**config.mk**
```make
export PLATFORM = sky130hd
export DESIGN_NAME = vwt_translator
export DESIGN_NICKNAME = d
export VERILOG_FILES = /design/src/common/vwt_pkg.sv /design/src/hw/vwt_range_match.sv /design/src/hw/vwt_translator.sv
export SDC_FILE = /design/constraint.sdc
export NUM_CORES = 1
export LEC_CHECK = 0
export BUFFER_PORTS_ARGS = -buffer_cell sky130_fd_sc_hd__buf_2
export CORE_MARGIN = 10
export CORE_UTILIZATION = 55
export DETAILED_ROUTE_END_ITERATION = 10
export PLACE_DENSITY = 0.82
export SLEW_MARGIN = 25
export SYNTH_ARGS = -nofsm -noshare
export SYNTH_HDL_FRONTEND = slang
export SYNTH_HIERARCHICAL = 1
export SYNTH_SLANG_ARGS = --single-unit
```
**constraint.sdc**
```tcl
create_clock -name clk_i -period 6.8 [get_ports clk_i]
set_clock_uncertainty 0.05 [all_clocks]
set_input_delay 0.68 -clock clk_i [delete_from_list [all_inputs] [get_ports clk_i]]
set_output_delay 0.68 -clock clk_i [all_outputs]
set_load 0.01 [all_outputs]
```
**src/common/vwt_pkg.sv**
```systemverilog
/*
 * vwt_pkg: constants and carrier types of the A32 window translator.
 * Assumes a 32-bit processor address and a 32-bit VMEbus A32 address.
 */
// How it works
// - type 0: second window off, settings ignored
// - type 1: target equals start, offset ignored
// - type 2: start, end and offset all used
// - start is upper half, low half zero
// - end is upper half, low half ones
// - type 2 upper half is start+offset mod 2^16
// - primary window hit issues matching A32 cycle
// - primary window always active, no disable
// - second window disabled after reset
// - overlap: second window dropped, primary kept
// - unmapped space goes to local add-on devices
// - discovery base: 256KB region of 8KB slots
// - slave array base: per-board slots by index
// - slave slot size counted in 64KB pages
package vwt_pkg;

    localparam int ADDR_W = 32;
    localparam int HALF_W = 16;
    localparam logic [15:0] LOW_ZERO = 16'h0000;
    localparam logic [15:0] LOW_ONES = 16'hffff;
    localparam int SEG_SHIFT = 18;
    localparam int SLOT_SHIFT = 13;
    localparam int PAGE_SHIFT = 16;
    localparam int BOARD_W = 4;
    localparam int PAGE_CNT_W = 8;

    typedef enum logic [1:0]
    {
        VWT_TYPE_OFF,
        VWT_TYPE_SHARED,
        VWT_TYPE_XLAT,
        VWT_TYPE_RSVD
    } vwt_type_t;

    typedef enum logic [1:0]
    {
        VWT_DST_NONE,
        VWT_DST_VME,
        VWT_DST_ADDON
    } vwt_dst_t;

    typedef struct packed
    {
        logic [15:0] start_hi;
        logic [15:0] end_hi;
    } vwt_range_t;

    typedef struct packed
    {
        vwt_range_t range;
        logic [15:0] offset_hi;
        vwt_type_t wtype;
    } vwt_xlat_cfg_t;

    typedef struct packed
    {
        logic valid;
        logic write;
        logic [31:0] addr;
    } vwt_req_t;

    typedef struct packed
    {
        vwt_dst_t dst;
        logic write;
        logic [31:0] addr;
    } vwt_out_t;

endpackage

```
**src/hw/vwt_range_match.sv**
```systemverilog
/*
 * vwt_range_match: tests an address against a 64KB-granular range.
 * Assumes start and end give the upper address halves.
 */
`timescale 1ns/1ps
module vwt_range_match
    import vwt_pkg::*;
(
    input wire logic [31:0] addr_i,
    input wire vwt_range_t range_i,
    output logic hit_o
);
    logic [31:0] lo;
    logic [31:0] hi;

    // ****************************************
    // range bounds
    // ****************************************
    always_comb
    begin
        lo = {range_i.start_hi, LOW_ZERO};
        hi = {range_i.end_hi, LOW_ONES};
        hit_o = (addr_i >= lo) && (addr_i <= hi);
    end
endmodule

```
**src/hw/vwt_translator.sv**
```systemverilog
/*
 * vwt_translator: decodes processor cycles into VMEbus A32 cycles through
 * a fixed primary window and a configurable translating window; also
 * places the discovery and slave slots of this board.
 * Assumes configuration held stable by software between cycles.
 */
`timescale 1ns/1ps
module vwt_translator
    import vwt_pkg::*;
#(
    parameter int BOARD_IDX_W = BOARD_W,
    parameter int PAGES_W = PAGE_CNT_W
)
(
    input wire logic clk_i,
    input wire logic rstn_i,
    input wire vwt_range_t primary_window_i,
    input wire vwt_xlat_cfg_t xlat_window_i,
    input wire logic xlat_cfg_load_i,
    input wire logic [15:0] discovery_segment_base_hi_i,
    input wire logic [15:0] slave_array_base_hi_i,
    input wire logic [PAGES_W-1:0] slave_slot_page_count_i,
    input wire logic [BOARD_IDX_W-1:0] board_idx_i,
    input wire vwt_req_t cpu_req_i,
    output vwt_out_t cycle_o,
    output logic cycle_valid_o,
    output logic xlat_active_o,
    output logic xlat_overlap_o,
    output logic [31:0] discovery_slot_base_o,
    output logic [31:0] slave_slot_base_o,
    output logic [31:0] slave_slot_last_o
);
    // ****************************************
    // parameter check
    // ****************************************
    if (BOARD_IDX_W < 1 || BOARD_IDX_W > 5 || PAGES_W < 1 ||
        PAGES_W > 16)
    begin : g_bad_params
        $error("vwt_translator: unsupported parameter values");
    end

    // ****************************************
    // translating window configuration
    // ****************************************
    vwt_xlat_cfg_t xcfg;
    vwt_xlat_cfg_t next_xcfg;
    logic overlap;
    logic next_overlap;
    logic cfg_clash;
    logic [31:0] p_lo;
    logic [31:0] p_hi;
    logic [31:0] x_lo;
    logic [31:0] x_hi;

    always_comb
    begin
        p_lo = {primary_window_i.start_hi, LOW_ZERO};
        p_hi = {primary_window_i.end_hi, LOW_ONES};
        x_lo = {xlat_window_i.range.start_hi, LOW_ZERO};
        x_hi = {xlat_window_i.range.end_hi, LOW_ONES};
        cfg_clash = (xlat_window_i.wtype != VWT_TYPE_OFF) &&
                    (x_lo <= p_hi) && (p_lo <= x_hi);
        next_xcfg = xcfg;
        next_overlap = overlap;
        if (xlat_cfg_load_i)
        begin
            next_overlap = cfg_clash;
            if (cfg_clash || xlat_window_i.wtype == VWT_TYPE_RSVD)
            begin
                next_xcfg = '0;
            end
            else
            begin
                next_xcfg = xlat_window_i;
            end
        end
    end

    always_ff @(posedge clk_i)
    begin
        if (!rstn_i)
        begin
            xcfg <= '0;
            overlap <= 1'b0;
        end
        else
        begin
            xcfg <= next_xcfg;
            overlap <= next_overlap;
        end
    end

    // ****************************************
    // address decode
    // ****************************************
    logic prim_hit;
    logic xlat_in;
    logic xlat_hit;

    vwt_range_match u_prim
    (
        .addr_i(cpu_req_i.addr),
        .range_i(primary_window_i),
        .hit_o(prim_hit)
    );

    vwt_range_match u_xlat
    (
        .addr_i(cpu_req_i.addr),
        .range_i(xcfg.range),
        .hit_o(xlat_in)
    );

    vwt_out_t cyc;
    vwt_out_t next_cyc;
    logic cyc_v;
    logic next_cyc_v;
    logic [15:0] vme_hi;

    always_comb
    begin
        xlat_hit = xlat_in && (xcfg.wtype != VWT_TYPE_OFF);
        vme_hi = xcfg.range.start_hi;
        if (xcfg.wtype == VWT_TYPE_XLAT)
        begin
            vme_hi = xcfg.range.start_hi + xcfg.offset_hi;
        end
        next_cyc = '0;
        next_cyc_v = 1'b0;
        if (cpu_req_i.valid)
        begin
            next_cyc_v = 1'b1;
            next_cyc.write = cpu_req_i.write;
            if (prim_hit)
            begin
                next_cyc.dst = VWT_DST_VME;
                next_cyc.addr = cpu_req_i.addr;
            end
            else if (xlat_hit)
            begin
                next_cyc.dst = VWT_DST_VME;
                next_cyc.addr = {vme_hi, LOW_ZERO} +
                    (cpu_req_i.addr - {xcfg.range.start_hi, LOW_ZERO});
            end
            else
            begin
                next_cyc.dst = VWT_DST_ADDON;
                next_cyc.addr = cpu_req_i.addr;
            end
        end
    end

    always_ff @(posedge clk_i)
    begin
        if (!rstn_i)
        begin
            cyc <= '0;
            cyc_v <= 1'b0;
        end
        else
        begin
            cyc <= next_cyc;
            cyc_v <= next_cyc_v;
        end
    end

    // ****************************************
    // discovery and slave slots
    // ****************************************
    logic [31:0] disc;
    logic [31:0] next_disc;
    logic [31:0] slv;
    logic [31:0] next_slv;
    logic [31:0] slv_last;
    logic [31:0] next_slv_last;
    logic [31:0] slot_bytes;

    always_comb
    begin
        next_disc = {discovery_segment_base_hi_i, LOW_ZERO} +
            (32'({board_idx_i}) << SLOT_SHIFT);
        slot_bytes = 32'({slave_slot_page_count_i}) << PAGE_SHIFT;
        next_slv = {slave_array_base_hi_i, LOW_ZERO} +
            32'(32'({board_idx_i}) * slot_bytes);
        next_slv_last = next_slv + slot_bytes - 32'h0000_0001;
    end

    always_ff @(posedge clk_i)
    begin
        if (!rstn_i)
        begin
            disc <= '0;
            slv <= '0;
            slv_last <= '0;
        end
        else
        begin
            disc <= next_disc;
            slv <= next_slv;
            slv_last <= next_slv_last;
        end
    end

    // ****************************************
    // outputs
    // ****************************************
    assign cycle_o = cyc;
    assign cycle_valid_o = cyc_v;
    assign xlat_active_o = (xcfg.wtype != VWT_TYPE_OFF);
    assign xlat_overlap_o = overlap;
    assign discovery_slot_base_o = disc;
    assign slave_slot_base_o = slv;
    assign slave_slot_last_o = slv_last;
endmodule

```
Yosys cells after proc, flatten, opt, wreduce, memory -nomap -nowiden --
Index checks and enable logic that the tools add are counted.
Cells by class: eq/ne operators 2, reduce and logical (&&, ||, !) cells 10, add/sub/neg operators 7, magnitude comparators 6, mux-type cells 7, multiply operators 1, bitwise logic cells 2
Operators with widths (number):
- less-or-equal comparator 32 bit | 4
- greater-or-equal comparator 32 bit | 2
- two-way mux 32 bit | 2
- two-way mux 50 bit | 1
- adder 32 x 17 -> 32 bit | 1
- adder 32 x 24 -> 32 bit | 1
- adder 32 x 28 -> 32 bit | 1
- adder 32 bit | 1
- subtractor 32 x 1 -> 32 bit (second input constant) | 1
- subtractor 32 bit | 1
- adder 16 bit | 1
- two-way mux 16 bit | 1
- multiplier 4 x 8 -> 12 bit | 1
- logical AND 1 bit | 5
- equality test 2 bit (second input constant) | 2
- nonzero test 2 bit | 2
- OR reduction 3 bit | 1
- two-way mux 1 bit | 2
- two-way mux 2 bit | 1
- inverter 1 bit | 2
- AND reduction 2 bit | 1
- logical OR 1 bit | 1
Word-level totals: output and inout bits 134, input port bits 163, register bits after elaboration 183

Depth between registers and ports, before layout --
Gate-level depths: netlist of the first run.
depth in word-level cells 5, mapped depth 26

By module --
Netlist of the first run, hierarchy kept.
Modules (own cells, without submodules):
- vwt_translator | area an instance 10237.3 sq um, cells each 1215, times used 1, seq. area each 2782.7 sq um
- vwt_range_match | area an instance 873.3 sq um, cells each 121, times used 2, seq. area each 0.0 sq um

Least setup slack after synthesis of the first run --
OpenSTA, ideal clock, no wires.
path type input port to flip-flop, start input board_idx_i[3], end register slv_last[31], in the netlist slave_slot_last_o[31], arrival time 5.728 ns, required time 6.627 ns, setup time 0.123 ns, buffers on the path 0, cell stages on the path 24, slack 0.899 ns, cell sequence nand2_1 -> fa_1 -> inv_1 -> fa_1 -> ha_1 -> a21o_1 -> a21oi_1 -> o21bai_1 -> a21oi_1 -> o21bai_1 -> a21oi_1 -> xnor2_1 -> ha_1 -> and3_1 -> a311o_1 -> a21oi_1 -> xnor2_1 -> inv_1 -> ha_1 -> o21ai_0 -> nand2b_1 -> o31ai_4 -> o31ai_1 -> mux2_1
On the way: cells in the longest elaborated chain, start to end 4
Ends and longest elaborated chain:
- from (decl) | RTL line vwt_translator.sv:23 | input wire logic [BOARD_IDX_W-1:0] board_idx_i,
- multiplier 4 x 8 -> 12 bit | RTL line vwt_translator.sv:184 | 32'(32'({board_idx_i}) * slot_bytes);
- adder 32 x 28 -> 32 bit | RTL line vwt_translator.sv:183 | next_slv = {slave_array_base_hi_i, LOW_ZERO} +
- adder 32 x 24 -> 32 bit | RTL line vwt_translator.sv:185 | next_slv_last = next_slv + slot_bytes - 32'h0000_0001;
- subtractor 32 x 1 -> 32 bit | RTL line vwt_translator.sv:185
- to (signal assigned) | RTL line vwt_translator.sv:200 | slv_last <= next_slv_last;
- to (decl) | RTL line vwt_translator.sv:174 | logic [31:0] slv_last;
No other way between the ends. A chain may end at the register's enable or synchronous reset.

Worst setup path after layout of the first run --
Same ends and word-level chain as after synthesis.

==> results of run 1 <==
## worst max-delay path, delay by kind of cell
kind	cells	cell delay, ns
xor+xnor	2	0.39
buf+inv	3	0.38
compound gates	11	2.19
mux	1	0.37
fa+ha+maj	5	2.06
simple gates	3	0.45
## state kept, by name, summed over array words and instances, names as in the netlist
| register | flops |
|---|---|
| xcfg | 50 |
| cycle_o | 35 |
| discovery_slot_base_o | 19 |
| slave_slot_last_o | 17 |
| slave_slot_base_o | 16 |
| cycle_valid_o | 1 |
| xlat_overlap_o | 1 |
## power breakdown
| part | internal (mW) | switching, mW |
|---|---|---|
| Clock | 0.668 | 0.363 |
| Combinational | 0.838 | 1.16 |
| Sequential | 0.921 | 0.0439 |
| Total | 2.43 | 1.56 |
## cells in the final DEF, fill, tap and decap left out, types with 11 or more instances in the layout
| cell | n |
|---|---|
| a211oi_1 | 14 |
| a21o_1 | 26 |
| a21oi_1 | 105 |
| a22o_1 | 48 |
| and2_1 | 31 |
| and3_1 | 17 |
| buf_2 | 267 |
| clkbuf_16 | 17 |
| conb_1 | 29 |
| dfxtp_1 | 139 |
| fa_1 | 30 |
| ha_1 | 188 |
| inv_1 | 185 |
| nand2_1 | 109 |
| nand2b_1 | 17 |
| nand3_1 | 42 |
| nand4_1 | 31 |
| nor2_1 | 101 |
| nor2b_1 | 12 |
| nor3_1 | 15 |
| o21a_1 | 16 |
| o21ai_0 | 28 |
| o21ai_1 | 28 |
| o21bai_1 | 11 |
| xnor2_1 | 33 |
| xor2_1 | 43 |
## stage by stage
step / total power [mW] / util / hold WS, ns
floorplan: 2.453 / - / 0.3800
global placement: 2.857 / 0.6302 / 0.3963
detailed placement: 2.921 / 0.6302 / 0.4044
CTS: 3.977 / 0.6608 / 0.4079
global route: 4.272 / 0.6617 / 0.4042
finish: 3.990 / 0.6620 / 0.4205
## area by class of cell
| class | count | area, sq um |
|---|---|---|
| antenna | 10 | 25.02 |
| clock buffer | 20 | 456.7 |
| clock inverter | 11 | 192.7 |
| fill | 1814 | 7173 |
| inverter | 187 | 701.9 |
| multi-input combinational | 1084 | 8163 |
| sequential | 139 | 2783 |
| tap | 275 | 344.1 |
| timing repair buffer | 273 | 1381 |
## layer usage
metal	share of wire	wire (um)	track usage	vias up
li1	-	-	-	5496
met1	0.40	14470	0.2892	5213
met2	0.49	17790	0.4211	429
met3	0.079	2850	0.06227	66
met4	0.027	973	0.08819	4
met5	0.00044	16	0	-
## kinds of logic after synthesis
logic type               Yosys count  synth area share
multiplexers                       8          0.006891
XOR/XNOR                          77           0.05690
buffers and inverters            262           0.09616
flip-flops                       139            0.2322
AND/OR/NAND/NOR                  410            0.1681
adder cells (fa/ha/maj)          219            0.2473
AO/OA/AOI/OAI                    341            0.1921
other                              1         0.0003129
## worst max-delay path by stage
stage                             to  slack (ns)  cells past startpoint
2_1_floorplan  slave_slot_last_o[31]        0.90                     24
3_3_place_gp   slave_slot_last_o[31]        0.47                     25
3_5_place_dp   slave_slot_last_o[31]        0.20                     25
4_1_cts        slave_slot_last_o[31]        0.55                     25
5_1_grt        slave_slot_last_o[31]        0.16                     25
6_report       slave_slot_last_o[31]        0.51                     25
==> impl_metrics.yaml, run 1 <==
place:
  portBuffers: 267
  postPlaceCellArea_sq_mm: 0.01337
  gp_congestion: 0.9493
  place_ws_ns: 0.2006
  hpwl_mm: 29.55
  placedCellCount: 1958
worst_hold_path:
  whs_path_depth: 2
  hold_start: "xlat_window_i[2]"
  min_to: "xcfg[2]"
  hold_class: "primary input to register"
worst_setup_path:
  ff2ff_setup_slack_ns: 1.72
  required_ns: 7.06
  crit_path_start_kind: "primary input"
  critical-path-max-stage-delay_ns: 0.53
  critPathLaunch: "board_idx_i[3]"
  r2r-end: "cycle_o[31]"
  crit_path_frequent_cell: "a21oi_1"
  worstPathArrival_ns: 6.54
  ff2ff_path_depth: 20
  cp_max_fo: 9
  worstReg2RegStart: "xcfg[34]"
  worstSetupEndpointType: "register"
  worstSetupPathType: "primary input to register"
  critPathSlowestCell: "fa_1"
synthesis:
  synth_edf_count: 0
  synth_ff_type: "dfxtp_1"
  ys_types: 71
  post_synth.cell_area_avg_sq_um: 8.225
  syn_area_sq_mm: 0.01198
  synth.top_cells.by_count: "ha_1, inv_1, dfxtp_1"
  ys_async_sr_fraction: 0
  synth_cells: 1457
  synth.most_common_cell: "ha_1"
  yosys.area.top_type: "dfxtp_1"
  synth_warnings: 6
  ys_ff_latch: 139
  ys_seq_area_frac: 0.2322
  synthTopCellsByArea: "dfxtp_1, ha_1, inv_1, fa_1, a21oi_1"
  synth_top_area_frac: 0.2322
clocking:
  post_cts_buffers: 0
  cts_made_buffers: 17
  clk_pin_slew_ns: 0.06
  ctsResizeCount: 0
  tritoncts: "built"
  numClockSinks: 139
  cts_buffer_depth: 2
  htreeDepth: 4
  postCtsHoldBufs: 0
  clockRootBuffer: "clkbuf_16"
  clkLatencyLatePin_ns: 0.43
sta:
  fin_crit_sh: 0.9243
  finalSetupViolCount: 0
  fmax_mhz: 159.1
  max_slew_margin: 0.3385
  slew_violations: 0
  layout_min_cycle_time_ns: 6.285
  rsz0062_at_grt: "false"
  setup_ws_ns: 0.5147
  worst_pin_slew_ns: 0.9923
  hold_viol: 0
  finalSetupTns_ns: 0
die:
  die_h_um: 167.6
  rows: 53
  start_util: 0.5647
  ioPinCount: 297
  core_area_sq_mm: 0.02122
  die_width_um: 167.6
  dieArea_sq_mm: 0.02809
finish:
  design_area_sq_mm: 0.01405
  drive_above_1_share: 0.1884
  area_growth_pct: 17.22
  nNetsFinal: 2083
  instances_no_fill: 1999
global_routing:
  grt_overflow: 0
  grt_pass1_wl_mm: 56.50
  grtUsageTotal: 0.2453
  grt_max_degree: 51
  first_global_vias: 11070
  antenna_found_initial: 12
power_and_ir_drop:
  leakagePower_nw: 7.136
  p_per_area_mw_per_mm2: 284.0
  ir_drop_mv: 0.2211
detailed_routing:
  drtIter0Drc: 768
  vias_per_cell: 5.607
  vias: 11210
  routed_wl_mm: 36.10
  dr.pass1.iters: 5
  drc_errors: 0
  routedWlPerCell_um: 18.06
  ant_nets: 0
flow_run:
  maxCapViolations: 0
outcome:
  status: "finished, final reports clean"
(Power assumes the default switching activity.)
==> run 2: changes to the inputs <==
--- a/config.mk
+++ b/config.mk
@@ -6,7 +6,6 @@
 export NUM_CORES = 1
 export LEC_CHECK = 0
 export BUFFER_PORTS_ARGS = -buffer_cell sky130_fd_sc_hd__buf_2
-export CORE_MARGIN = 10
 export CORE_UTILIZATION = 55
 export DETAILED_ROUTE_END_ITERATION = 10
 export PLACE_DENSITY = 0.82
==> impl_metrics.yaml, run 2 (synthesis results as in run 1) <==
outcome:
  status: "finished, final reports clean"
clocking:
  cts_made_buffers: 17
  htreeDepth: 4
  ctsResizeCount: 0
  numClockSinks: 139
  tritoncts: "built"
  postCtsHoldBufs: 0
  clockRootBuffer: "clkbuf_16"
  cts_buffer_depth: 2
  post_cts_buffers: 0
  clkLatencyLatePin_ns: 0.42
  clk_pin_slew_ns: 0.06
sta:
  hold_viol: 0
  rsz0062_at_grt: "false"
  layout_min_cycle_time_ns: 6.137
  hold_ws_ns: 0.4249
  fin_crit_sh: 0.9025
  max_slew_margin: 0.3315
  finalSetupViolCount: 0
  slew_violations: 0
  worst_pin_slew_ns: 1.003
  finalSetupTns_ns: 0
  fmax_mhz: 162.9
place:
  hpwl_mm: 27.36
  gp_congestion: 0.9793
  portBuffers: 267
worst_hold_path:
  hold_class: "register to register"
detailed_routing:
  vias_per_cell: 5.655
  vias: 11290
  routedWlPerCell_um: 17.15
  ant_nets: 0
  dr.pass1.iters: 5
  drc_errors: 0
  drtIter0Drc: 727
  routed_wl_mm: 34.23
finish:
  top_register: "xcfg"
  final_common_cell: "buf_2"
  mostFrequentLayoutCells: "buf_2, ha_1, inv_1"
  largest_reg_flops: 50
  nNetsFinal: 2083
  drive_above_1_share: 0.1895
  area_growth_pct: 16.70
global_routing:
  grt_max_degree: 51
  grtUsageTotal: 0.3071
  grt_overflow: 0
  first_global_vias: 10820
  grt_pass1_wl_mm: 53.63
  antenna_found_initial: 4
die:
  start_util: 0.5647
  dieArea_sq_mm: 0.02238
  ioPinCount: 297
  die_width_um: 149.6
  rows: 53
  core_area_sq_mm: 0.02122
  die_h_um: 149.6
worst_setup_path:
  crit_path_frequent_cell: "a21oi_1"
  critical-path-max-stage-delay_ns: 0.53
  critPathSlowestCell: "fa_1"
  crit_buf_inv: 3
  crit_path_start_kind: "primary input"
  worstSetupPathType: "primary input to register"
  crit_family: "compound AO/OA/AOI/OAI gates"
  worstPathArrival_ns: 6.39
  worstSetupEndpointType: "register"
  required_ns: 7.06
  cp_max_fo: 9
power_and_ir_drop:
  power_frac_comb: 0.513
  p_int_mw: 2.336
  p_per_area_mw_per_mm2: 278.8
  switchingPower_mw: 1.563
  pwr-share-clk: 0.241
  ir_drop_mv: 0.2138
  power_mw: 3.899
  netSwitchingFraction: 0.4008
  leakagePower_nw: 7.107
  p_seq_frac: 0.246
flow_run:
  maxCapViolations: 0
[run 2: layer usage]
layer,track usage,share of wire,vias to the layer above
li1,-,-,5481
met3,0.06402,0.069,77
met5,0,0,-
met1,0.3810,0.43,5326
met2,0.5093,0.47,404
met4,0.1378,0.036,0
[run 2: path summary, 6_finish.rpt]
path,from,end,slack [ns],cells past startpoint
min,xcfg[1],xcfg[1],0.42,2
max reg2reg,xcfg[34],cycle_o[31],1.49,20
min reg2reg,xcfg[1],xcfg[1],0.42,2
max,board_idx_i[3],slave_slot_last_o[31],0.66,25
[run 2: area by class of cell]
type	instances	area, sq um
Tap cell	275	344.1
Clock buffer	21	480.5
Multi-Input combinational cell	1084	8163
Inverter	187	701.9
Sequential cell	139	2783
Antenna cell	6	15.01
Clock inverter	11	117.6
Timing Repair Buffer	273	1381
Fill cell	1781	7234
[run 2: through the flow]
step           instance area (sq um)  std cells  utilization  setup WS, ns
2_1_floorplan                  12090       1485            -        0.8989
6_report                       13990       1996       0.6591        0.6628
4_1_cts                        13970       1990       0.6584        0.6962
5_1_grt                        13980       1992       0.6586        0.3226
3_3_place_gp                   13370       1958       0.6302        0.4799
3_5_place_dp                   13370       1958       0.6302        0.2624
[run 2: power by group through the flow]
| stage | Combinational [mW] | Sequential (mW) | Clock [mW] |
|---|---|---|---|
| floorplan | 1.44 | 1.01 | 0 |
| global placement | 1.87 | 0.974 | 0 |
| detailed placement | 1.95 | 0.975 | 0 |
| CTS | 1.97 | 0.960 | 0.952 |
| global route | 2.21 | 0.970 | 0.986 |
| finish | 2.00 | 0.961 | 0.939 |
[run 2: worst min-delay path, stage by stage (launching register included)]
cell	delay, ns
dfxtp_1	0.31
nand2_1	0.05
o21ai_0	0.06
